<file path="config.mk">
export PLATFORM = sky130hd
export DESIGN_NAME = bsns_core
export DESIGN_NICKNAME = d
export VERILOG_FILES = /design/src/logic/bsns_pkg.sv /design/src/logic/bsns_core.sv /design/src/logic/bsns_alu.sv
export SDC_FILE = /design/constraint.sdc
export NUM_CORES = 1
export LEC_CHECK = 0
export ABC_AREA = 1
export BUFFER_PORTS_ARGS = -buffer_cell sky130_fd_sc_hd__buf_2
export CORE_MARGIN = 2
export CORE_UTILIZATION = 33
export DETAILED_ROUTE_END_ITERATION = 10
export PLACE_DENSITY = 0.67
export SLEW_MARGIN = 20
export SYNTH_ARGS = -nofsm -noshare
export SYNTH_HDL_FRONTEND = slang
export SYNTH_SLANG_ARGS = --single-unit
</file>
<file path="constraint.sdc">
create_clock -name sys_clk -period 3.5 [get_ports sys_clk]
set_clock_uncertainty 0.2 [all_clocks]
set_input_delay 0.7 -clock sys_clk [delete_from_list [all_inputs] [get_ports sys_clk]]
set_output_delay 0.7 -clock sys_clk [all_outputs]
set_load 0.05 [all_outputs]
</file>
<file path="src/logic/bsns_pkg.sv">
package bsns_pkg;
  localparam int DATA_W = 8;
  localparam int BANK_W = 4;
  localparam int ADDR_W = 12;
  localparam logic [5:0] OPC_SUBB = 6'h16;
  localparam logic [5:0] OPC_SWAP = 6'h0E;
  localparam int OPC_LSB = 10;
  localparam int DEST_BIT = 9;
  localparam int BANK_BIT = 8;
  localparam int FLAG_N = 4;
  localparam int FLAG_OV = 3;
  localparam int FLAG_Z = 2;
  localparam int FLAG_DC = 1;
  localparam int FLAG_C = 0;
  localparam logic [BANK_W-1:0] ACCESS_BANK_LO = 4'h0;
  localparam logic [BANK_W-1:0] ACCESS_BANK_HI = 4'hF;
  localparam logic [7:0] ACCESS_SPLIT = 8'h80;
  localparam logic [7:0] RESET_DATA = 8'h00;
  localparam logic [4:0] RESET_FLAGS = 5'h00;
  typedef enum logic [1:0] {
    BSNS_Q1_DECODE, BSNS_Q2_READ, BSNS_Q3_PROC, BSNS_Q4_WRITE
  } bsns_phase_e;
endpackage

</file>
<file path="src/logic/bsns_core.sv">
`timescale 1ns/100ps
// Sequencer for the two instructions over four phases on sys_clk.
module bsns_core (
  input wire logic sys_clk,
  input wire logic rst_n,
  input wire logic instr_valid,
  input wire logic [15:0] instr_word,
  input wire logic [bsns_pkg::BANK_W-1:0] bank_select_reg,
  input wire logic [7:0] wreg_in,
  input wire logic [4:0] flags_in,
  input wire logic [7:0] file_rdata,
  output logic busy,
  output logic illegal,
  output logic done,
  output logic file_rd,
  output logic [bsns_pkg::ADDR_W-1:0] file_addr,
  output logic file_we,
  output logic [7:0] file_wdata,
  output logic wreg_we,
  output logic [7:0] wreg_out,
  output logic flags_we,
  output logic [4:0] flags_out
);
  import bsns_pkg::*;

  // Sequencer state: phase, the decoded word, its address and the source.
  bsns_phase_e phase_r, phase_nxt;
  logic busy_r, busy_nxt;
  logic subb_r, subb_nxt;
  logic dest_r, dest_nxt;
  logic illegal_r, illegal_nxt;
  logic rd_r, rd_nxt;
  logic [ADDR_W-1:0] addr_r, addr_nxt;
  logic [7:0] src_r, src_nxt;

  // Write-back state: results, flags and the one-cycle strobes.
  logic [7:0] fw_r, fw_nxt;
  logic [7:0] ww_r, ww_nxt;
  logic [4:0] fl_r, fl_nxt;
  logic fwe_r, fwe_nxt;
  logic wwe_r, wwe_nxt;
  logic flwe_r, flwe_nxt;
  logic done_r, done_nxt;

  // Arithmetic unit outputs and the decode-phase acceptance term.
  logic [7:0] alu_res;
  logic [4:0] alu_flags;
  logic take_word;

  // Opcode field of an instruction word.
  function automatic logic [5:0] op_field(input logic [15:0] word);
    return word[15:OPC_LSB];
  endfunction

  // Opcode recognition.
  // Only the two exact six-bit patterns pass; their neighbours are foreign.
  function automatic logic is_known_op(input logic [15:0] word);
    return (op_field(word) == OPC_SUBB) || (op_field(word) == OPC_SWAP);
  endfunction

  // Bank choice.
  // With the bank bit clear the access bank is used: low offsets go to the
  // bottom bank and high offsets to the top one, so the bank select register
  // never has to be reloaded to reach either half.
  function automatic logic [ADDR_W-1:0] file_address(
    input logic [15:0] word,
    input logic [BANK_W-1:0] bank
  );
    logic [BANK_W-1:0] page;
    if (word[BANK_BIT]) begin
      page = bank;
    end else if (word[7:0] < ACCESS_SPLIT) begin
      page = ACCESS_BANK_LO;
    end else begin
      page = ACCESS_BANK_HI;
    end
    return {page, word[7:0]};
  endfunction

  // The unit works on the latched source byte and the live working register.
  bsns_alu u_alu (
    .src(src_r),
    .wreg(wreg_in),
    .flags_in(flags_in),
    .is_subb(subb_r),
    .result(alu_res),
    .flags_out(alu_flags)
  );

  // Words offered while an instruction runs are ignored, not queued.
  assign take_word = instr_valid && (phase_r == BSNS_Q1_DECODE);

  // Sequencer next state; a new word is only taken while idle in Q1.
  always_comb begin
    phase_nxt = phase_r;
    busy_nxt = busy_r;
    subb_nxt = subb_r;
    dest_nxt = dest_r;
    addr_nxt = addr_r;
    src_nxt = src_r;
    illegal_nxt = 1'b0;
    rd_nxt = 1'b0;
    case (phase_r)
      BSNS_Q1_DECODE: begin
        if (take_word) begin
          if (is_known_op(instr_word)) begin
            subb_nxt = (op_field(instr_word) == OPC_SUBB);
            dest_nxt = instr_word[DEST_BIT];
            addr_nxt = file_address(instr_word, bank_select_reg);
            busy_nxt = 1'b1;
            rd_nxt = 1'b1;
            phase_nxt = BSNS_Q2_READ;
          end else begin
            // A foreign word is flagged and dropped; no file access follows.
            illegal_nxt = 1'b1;
          end
        end
      end
      BSNS_Q2_READ: begin
        // The file data stood during the read strobe cycle.
        src_nxt = file_rdata;
        phase_nxt = BSNS_Q3_PROC;
      end
      BSNS_Q3_PROC: begin
        phase_nxt = BSNS_Q4_WRITE;
      end
      BSNS_Q4_WRITE: begin
        // Busy drops with the write so the next word can be taken at once.
        busy_nxt = 1'b0;
        phase_nxt = BSNS_Q1_DECODE;
      end
      default: begin
        phase_nxt = BSNS_Q1_DECODE;
      end
    endcase
  end

  // Write-back next state; results are captured in Q3 and strobed in Q4.
  always_comb begin
    fw_nxt = fw_r;
    ww_nxt = ww_r;
    fl_nxt = fl_r;
    fwe_nxt = 1'b0;
    wwe_nxt = 1'b0;
    flwe_nxt = 1'b0;
    done_nxt = 1'b0;
    case (phase_r)
      BSNS_Q3_PROC: begin
        // Both destinations see the result; only one strobe will fire.
        fw_nxt = alu_res;
        ww_nxt = alu_res;
        fl_nxt = alu_flags;
      end
      BSNS_Q4_WRITE: begin
        fwe_nxt = dest_r;
        wwe_nxt = ~dest_r;
        flwe_nxt = subb_r;
        done_nxt = 1'b1;
      end
      default: begin
        // Decode and read leave the write-back state alone.
        done_nxt = 1'b0;
      end
    endcase
  end

  // Sequencer registers; reset returns to an idle decode phase.
  always_ff @(posedge sys_clk) begin
    if (!rst_n) begin
      phase_r <= BSNS_Q1_DECODE;
      busy_r <= 1'b0;
      subb_r <= 1'b0;
      dest_r <= 1'b0;
      addr_r <= '0;
      src_r <= RESET_DATA;
      illegal_r <= 1'b0;
      rd_r <= 1'b0;
    end else begin
      phase_r <= phase_nxt;
      busy_r <= busy_nxt;
      subb_r <= subb_nxt;
      dest_r <= dest_nxt;
      addr_r <= addr_nxt;
      src_r <= src_nxt;
      illegal_r <= illegal_nxt;
      rd_r <= rd_nxt;
    end
  end

  // Write-back registers; a reset in mid-instruction drops any pending write.
  always_ff @(posedge sys_clk) begin
    if (!rst_n) begin
      fw_r <= RESET_DATA;
      ww_r <= RESET_DATA;
      fl_r <= RESET_FLAGS;
      fwe_r <= 1'b0;
      wwe_r <= 1'b0;
      flwe_r <= 1'b0;
      done_r <= 1'b0;
    end else begin
      fw_r <= fw_nxt;
      ww_r <= ww_nxt;
      fl_r <= fl_nxt;
      fwe_r <= fwe_nxt;
      wwe_r <= wwe_nxt;
      flwe_r <= flwe_nxt;
      done_r <= done_nxt;
    end
  end

  // Every output is taken straight from its register.
  assign busy = busy_r;
  assign illegal = illegal_r;
  assign done = done_r;
  assign file_rd = rd_r;
  assign file_addr = addr_r;
  assign file_we = fwe_r;
  assign file_wdata = fw_r;
  assign wreg_we = wwe_r;
  assign wreg_out = ww_r;
  assign flags_we = flwe_r;
  assign flags_out = fl_r;
endmodule

</file>
<file path="src/logic/bsns_alu.sv">
`timescale 1ns/100ps
// Combinational arithmetic for the two instructions.
module bsns_alu (
  input wire logic [7:0] src,
  input wire logic [7:0] wreg,
  input wire logic [4:0] flags_in,
  input wire logic is_subb,
  output logic [7:0] result,
  output logic [4:0] flags_out
);
  import bsns_pkg::*;
  logic [8:0] diff;
  logic [4:0] low;
  logic borrow_in;

  // Two's complement subtraction; carry set means no borrow occurred.
  always_comb begin
    borrow_in = ~flags_in[FLAG_C];
    diff = {1'b0, src} + {1'b0, ~wreg} + {8'h00, ~borrow_in};
    low = {1'b0, src[3:0]} + {1'b0, ~wreg[3:0]} + {4'h0, ~borrow_in};
    flags_out = flags_in;
    if (is_subb) begin
      result = diff[7:0];
      flags_out[FLAG_C] = diff[8];
      flags_out[FLAG_DC] = low[4];
      flags_out[FLAG_Z] = (diff[7:0] == 8'h00);
      flags_out[FLAG_N] = diff[7];
      flags_out[FLAG_OV] = (src[7] != wreg[7]) && (diff[7] != src[7]);
    end else begin
      result = {src[3:0], src[7:4]};
    end
  end
endmodule

</file>
==> summary.md, run 1 <==
| Metric | Value |
|---|---|
| Startpoint Class | primary input |
| Final Worst Setup Slack | 1.26 ns |
| Tot Pwr | 1.89 mW |
| Worst slack at placement | 0.961 ns |
| CP required | 3.53 ns |
| CP peak stage delay | 0.43 ns |
| Grt total ovfl | 0 |
| Clk pin slew, worst setup/hold paths | approximately 0.08 ns |
| Comb pwr share | 46.4% |
| Via count | roughly 2200 |
| Inserted Diodes | 0 |
| Critical-path top delay cell | fa_1 |
| CTS hold repair buffers | 0 |
| Postcts setup bufs | 0 |
| # rows | 30 |
| Crit path capture | wreg_out[6] |
| Register share of total power | 35.5% |
| Crit-path cells | buf_2, inv_1, fa_1, inv_1, fa_1, inv_1, nand2_1, nand2_1, nand3_1, nand2_1, nand2_1, nand2_1, a21o_1, a21oi_1 |
| Most frequent cells in the layout | buf_2 (83), nand2_1 (80), a21oi_1 (44), dfxtp_1 (44), inv_1 (41) |
| RR Endpoint | wreg_out[6] |
| RSZ-0062 raised after global routing | false |
| Post-synthesis register bit count | 44 |
| CTS resizes | 0 |
| Post-Syn Area | about 2300 um2 |
| WL final | 5630 um |
| Remaining DRCs | 0 |
| CP most frequent cell | nand2_1 |
| CTS H-tree depth | 2 |
| Reg2Reg Launch Point | src_r[0] |
| DP Area | 2660 um2 |
| Clk root buf | clkbuf_8 |
| CTS sink cnt | 44 |
| Synth top area share | between 30 and 40% |
| Top cells by area, synth | dfxtp_1 (39%), nand2_1 (13%), a21oi_1 (9.8%) |
| Layout Utilization | 41.0% |
| Share of layout cells above drive strength 1 | between 20 and 25% |
| CP endpoint kind | flop |
| Die width | 86.7 um |
| Die area | 7510 um2 |
| Register area share after synthesis | around 40% |
| Hpwl dp | 4310 um |
| Pre-antenna DRT Iters | 4 |
| Max frequency | 0.446 GHz |
| GRT Total Usage | 15.0% |
| LEAKAGE | 1.46 nW |
| Synthesized area per cell | 7.07 um2 |
| Crit Path Class | in -> reg |
| Final Cell Area | 2750 um2 |
| Max Cap Viol | 0 |
| Wirelength per Cell | between 10 and 15 um |
| Later-pin clock latency in the skew report | 0.30 ns |
| CP max FO | 3 |
| Depth of the worst register-to-register path | 12 |
| Ports | 84 |
| CTS Buffer Depth | 2 |
| Area grow syn2layout | 22.1% |
| CP top delay family | adder cells |
| Clock period minus worst slack | 2.24 ns |
| Final setup fails | 0 |
| Fin Setup TNS | 0 ns |
| Final Hold Viols | 0 |
| Dominant cell type by area after synthesis | dfxtp_1 |
| Power density cells | 685 nW/um2 |
| Maximum VDD drop | 0.000180 V |
| CTS tree | built |
| Die Span Y | 86.7 um |
| Fin. max-slew vios | 0 |
| Worst hold path type | reg -> reg |
| Largest net degree at the start of global routing | 26 |
| CP Data Arrival Time | 2.27 ns |
| Vias in the first global route | 2019 |
| Hold WS | 0.218 ns |
| Syn nets | 376 |
| Fillcell total | just over 700 |
| First-pass GRT wire length | 8950 um |
| Cell Int Power | between 1 and 1.5 mW |
| Finished Layout Cells | 473 |
| Worst path depth | 14 |
| R2r setup slk | 1.40 ns |
| GP Congestion | 0.896 |
| Number of CTS-inserted buffers | 5 |
| Switching fraction of total power | a little under half |
| Placed cell count | 465 |
| Worst rel slew slack | between 60% and 70% |
| CP Launch Point | wreg_in[0] |
| Buf+Inv Stages, Crit Path | 4 |
| Yosys cell types | 27 |
| Initial antenna violation count | 0 |
| Ys Warns | 0 |
| Iter 0 DRT Violations | 110 |
| Core Footprint | 6720 um2 |
| Final worst path period share | 64.1% |
| Status | complete, no violations |
| Initial core utilization | 33.6% |
| NetSw | 0.882 mW |
| Post-DRT Antenna Nets | 0 |
| Fin nets | 449 |
| Clock share of power | 18.0% |
| Worst Tran Pin Value | 0.541 ns |
| Via-per-instance ratio | 4.72 |
| Port Buffers | 83 |
| Synth Instances | 319 |
| Most common cell after layout, fill and taps aside | buf_2 |
sequential cells by signal (all words and copies together) (netlist names), 2 cells and up:
signal	count
phase_r	2
wreg_out	8
src_r	8
flags_out	5
file_addr	12
worst min-delay path by stage:
| stage | startpoint | endpoint | slack, ns | depth (start not counted) |
|---|---|---|---|---|
| after global routing | dest_r | wreg_we | 0.27 | 1 |
| final | dest_r | wreg_we | 0.22 | 1 |
| after CTS | dest_r | wreg_we | 0.22 | 1 |
| after detailed placement | dest_r | wreg_we | 0.20 | 1 |
| after floorplan | dest_r | wreg_we | 0.19 | 1 |
| after global placement | dest_r | wreg_we | 0.20 | 1 |
synthesized netlist by cell type:
master    count
a21o_1        1
a21oi_1      44
a21oi_2       1
buf_2         1
buf_4        10
buf_6         1
clkbuf_1      4
clkbuf_4      1
clkinv_1      1
dfxtp_1      44
fa_1          2
ha_1         11
inv_1        41
nand2_1      80
nand2_2       1
nand3_1      13
nand3b_1      2
nand4_1       1
nor2_1       27
nor2_2        1
nor2_4        1
nor3_4        1
o211ai_1      1
o21ai_0      26
or2_2         1
or2_4         1
xor2_1        1
layer usage:
layer | wire, um | global-route usage [%] | up-vias
met1 | 2610 | 19.4 | 1012
li1 | - | - | 1148
met2 | 2600 | 24.4 | 63
met4 | 97 | 5.11 | 0
met5 | 0 | 0 | -
met3 | 322 | 3.81 | 9
cells by family after synthesis:
logic type / share of synthesized area (%)
compound gates: 16.6
buf+inv: 12.0
flops: 39.0
fa+ha+maj: 7.88
xor+xnor: 0.388
simple gates: 24.1
final cells by class:
cell class | count | area [um2] | share of cell area [%]
tap | 80 | 100 | 3.63
clock buffer | 6 | 82.6 | 3.00
inverter | 42 | 158 | 5.72
timing repair buffer | 83 | 415 | 15.1
sequential | 44 | 881 | 32.0
clock inverter | 2 | 13.8 | 0.500
multi-input combinational | 216 | 1100 | 40.1
power by group through the flow:
stage	Sequential (mW)	Combinational, mW	Clock [mW]
2_1_floorplan	0.813	0.556	0
3_3_place_gp	0.678	0.863	0
3_5_place_dp	0.682	0.873	0
4_1_cts	0.671	0.876	0.346
5_1_grt	0.683	0.974	0.369
6_report	0.671	0.877	0.340
Note: power is estimated with default switching activity, not from simulation.
==> run 2: changes to the inputs <==
--- a/config.mk
+++ b/config.mk
@@ -10,7 +10,7 @@
 export CORE_MARGIN = 2
 export CORE_UTILIZATION = 33
 export DETAILED_ROUTE_END_ITERATION = 10
-export PLACE_DENSITY = 0.67
+export PLACE_DENSITY = 0.69
 export SLEW_MARGIN = 20
 export SYNTH_ARGS = -nofsm -noshare
 export SYNTH_HDL_FRONTEND = slang
==> constraint.sdc (replaced) <==
create_clock -name sys_clk -period 1.9 [get_ports sys_clk]
set_clock_uncertainty 0.2 [all_clocks]
set_input_delay 0.38 -clock sys_clk [delete_from_list [all_inputs] [get_ports sys_clk]]
set_output_delay 0.38 -clock sys_clk [all_outputs]
set_load 0.05 [all_outputs]
==> run 2 against run 1 <==
  * The run now ends with setup timing left
  * Clock-buffer cell count shrank 1
  * Hold slack worse by 0.11 ns
  * Core utilization up 2.6 points
  * Setup slack got worse by 1.3 ns
  * Register-to-register slack got worse by 1.5 ns
  * Design area rose by 6.2%
  * Sequential share of layout area is 1.8 points lower
  * Critical path type is now reg -> reg
  * Largest cell class unchanged
  * Highest routed layer unchanged
==> summary.md, run 2 (synthesis gave the netlist of run 1 again) <==
| Metric | Value |
|---|---|
| Ports | 84 (unchanged) |
| CP peak stage delay | 0.53 ns (+0.10 ns) |
| Hpwl dp | 4630 um (+7.5%) |
| CP required | 1.94 ns (-1.59 ns) |
| Inserted Diodes | 0 (unchanged) |
| CP Data Arrival Time | 2.01 ns (-0.26 ns) |
| Number of CTS-inserted buffers | 5 (unchanged) |
| CP endpoint kind | flop |
| Clk root buf | clkbuf_8 |
| Most common cell after layout, fill and taps aside | buf_2 |
| Failing checks | setup timing |
| Worst path depth | 9 (-5) |
| Status | finished, violations left |
| Final Hold Viols | 0 (unchanged) |
| RSZ-0062 raised after global routing | true |
| Largest net degree at the start of global routing | 25 (-3.8%) |
| Initial core utilization | 33.6% (unchanged) |
| Placed cell count | 479 (+3.0%) |
| Remaining DRCs | 0 (unchanged) |
| Vias in the first global route | 2056 (+1.8%) |
| Worst slack at placement | -0.334 ns (-1.30 ns) |
| Maximum VDD drop | 0.000531 V (+190%) |
| CTS hold repair buffers | 0 (unchanged) |
| Clk pin slew, worst setup/hold paths | 0.09 ns (about the same) |
| CP top delay family | adder cells |
| Worst rel slew slack | 66.9% (+3.0 points) |
| Grt total ovfl | 0 (unchanged) |
| DP Area | 2790 um2 (+4.8%) |
| Buf+Inv Stages, Crit Path | 1 (-3) |
| Final Worst Setup Slack | -0.0667 ns (-1.32 ns) |
| Later-pin clock latency in the skew report | 0.30 ns (about the same) |
| Worst Hold Depth | 3 (+2) |
| Iter 0 DRT Violations | 136 (+24%) |
| First-pass GRT wire length | 9580 um (+7.1%) |
| Finished Layout Cells | 487 (+3.0%) |
| CP Launch Point | src_r[0] |
| GRT Total Usage | 15.9% (+0.92 points) |
| CTS sink cnt | 44 (unchanged) |
| Post-DRT Antenna Nets | 0 (unchanged) |
| LEAKAGE | 1.54 nW (+4.9%) |
| Pre-antenna DRT Iters | 4 (unchanged) |
| Fin. max-slew vios | 0 (unchanged) |
| Die width | 86.7 um (unchanged) |
| Clock period minus worst slack | 1.97 ns |
| Fin nets | 463 (+3.1%) |
| CTS H-tree depth | 2 (unchanged) |
| Depth of the worst register-to-register path | 9 (-3) |
| CTS Buffer Depth | 2 (unchanged) |
| Area grow syn2layout | 29.7% |
| Port Buffers | 83 (unchanged) |
| Hold WS | 0.105 ns (-0.113 ns) |
| Critical-path top delay cell | fa_2 |
| CTS tree | built |
| R2r setup slk | -0.07 ns (-1.47 ns) |
| CP most frequent cell | fa_2 |
| WL final | 5940 um (+5.4%) |
| Power density cells | 1290 nW/um2 (+89%) |
| Via-per-instance ratio | 4.67 (-0.96%) |
| Fin Setup TNS | -0.118 ns (-0.118 ns) |
| CP max FO | 2 (-1) |
| RR Endpoint | flags_out[2] |
| Final worst path period share | 104% |
| Final Cell Area | 2930 um2 (+6.2%) |
| GP Congestion | 0.872 (-2.6%) |
| Reg2Reg Launch Point | src_r[0] |
| Core Footprint | 6720 um2 (unchanged) |
| Startpoint Class | flop |
| Max FFs per register | 12 (unchanged) |
| Most frequent cells in the layout | buf_2 (83), nand2_1 (75), a21oi_1 (43), dfxtp_1 (43), inv_1 (38) |
| Initial antenna violation count | 0 (unchanged) |
| Wirelength per Cell | 12.2 um (+2.4%) |
| Max frequency | 0.508 GHz |
| Final setup fails | 3 (+3) |
| Worst hold path type | in -> reg |
| Worst Tran Pin Value | 0.496 ns (-0.0457 ns) |
| Via count | 2276 (+2.0%) |
| Crit-path cells | fa_2, inv_2, fa_2, nand3_2, nor2_2, nand3_1, nor2_1, nand4_1, a21oi_1 |
| Die area | 7510 um2 (unchanged) |
| Hold EP | src_r[3] |
| Die Span Y | 86.7 um (unchanged) |
| Crit Path Class | reg -> reg |
| Hold path start | file_rdata[3] |
| Max Cap Viol | 0 (unchanged) |
| # rows | 30 (unchanged) |
| Share of layout cells above drive strength 1 | 31.2% (+6.3 points) |
-- run 2: how the worst max path moves through the flow --
| stage | end | slack, ns |
|---|---|---|
| 2_1_floorplan | flags_out[2] | -0.05 |
| 3_3_place_gp | flags_out[2] | -0.29 |
| 3_5_place_dp | flags_out[2] | -0.33 |
| 4_1_cts | flags_out[2] | -0.06 |
| 5_1_grt | flags_out[2] | -0.20 |
| 6_report | flags_out[2] | -0.07 |
-- run 2: routing by layer --
| layer | routed length, um | global-route usage (%) | vias to the layer above | part of all wire, % |
|---|---|---|---|---|
| met5 | 0 | 0 | - | 0 |
| met4 | 48 | 3.84 | 0 | 0.81 |
| met3 | 360 | 2.29 | 4 | 6.1 |
| met2 | 2710 | 25.1 | 69 | 46 |
| met1 | 2810 | 23.0 | 1027 | 47 |
| li1 | - | - | 1176 | - |
-- run 2: where the power goes --
| part | switching, mW | internal, mW |
|---|---|---|
| logic | 1.26 | 0.562 |
| registers | 0.120 | 1.10 |
| clock network | 0.349 | 0.397 |
| total | 1.73 | 2.05 |
-- run 2: area by class of cell --
class,count,area [um2]
Tap cell,80,100
Sequential cell,44,882
Fill cell,695,3790
Clock inverter,3,46.3
Timing Repair Buffer,97,520
Inverter,42,170
Clock buffer,5,68.8
Multi-Input combinational cell,216,1140
-- run 2: metrics by stage --
stage | power [mW] | utilization (%)
floorplan | 2.54 | -
global placement | 2.96 | 41.5
detailed placement | 2.99 | 41.5
CTS | 3.75 | 43.3
global route | 4.06 | 43.5
finish | 3.78 | 43.5
-- run 2: timing repair --
| action | CTS | global route |
|---|---|---|
| resized for setup | 2 | 7 |
| setup endpoints to repair | 3 | 6 |
| setup buffers | 0 | 0 |
| gates cloned | 0 | 0 |
| pin swaps | 6 | 8 |
-- run 2: tightest hold or removal path: cells and delay by family --
family        cells  cell delay [ns]
simple gates      2             0.11
buf+inv           1             0.07
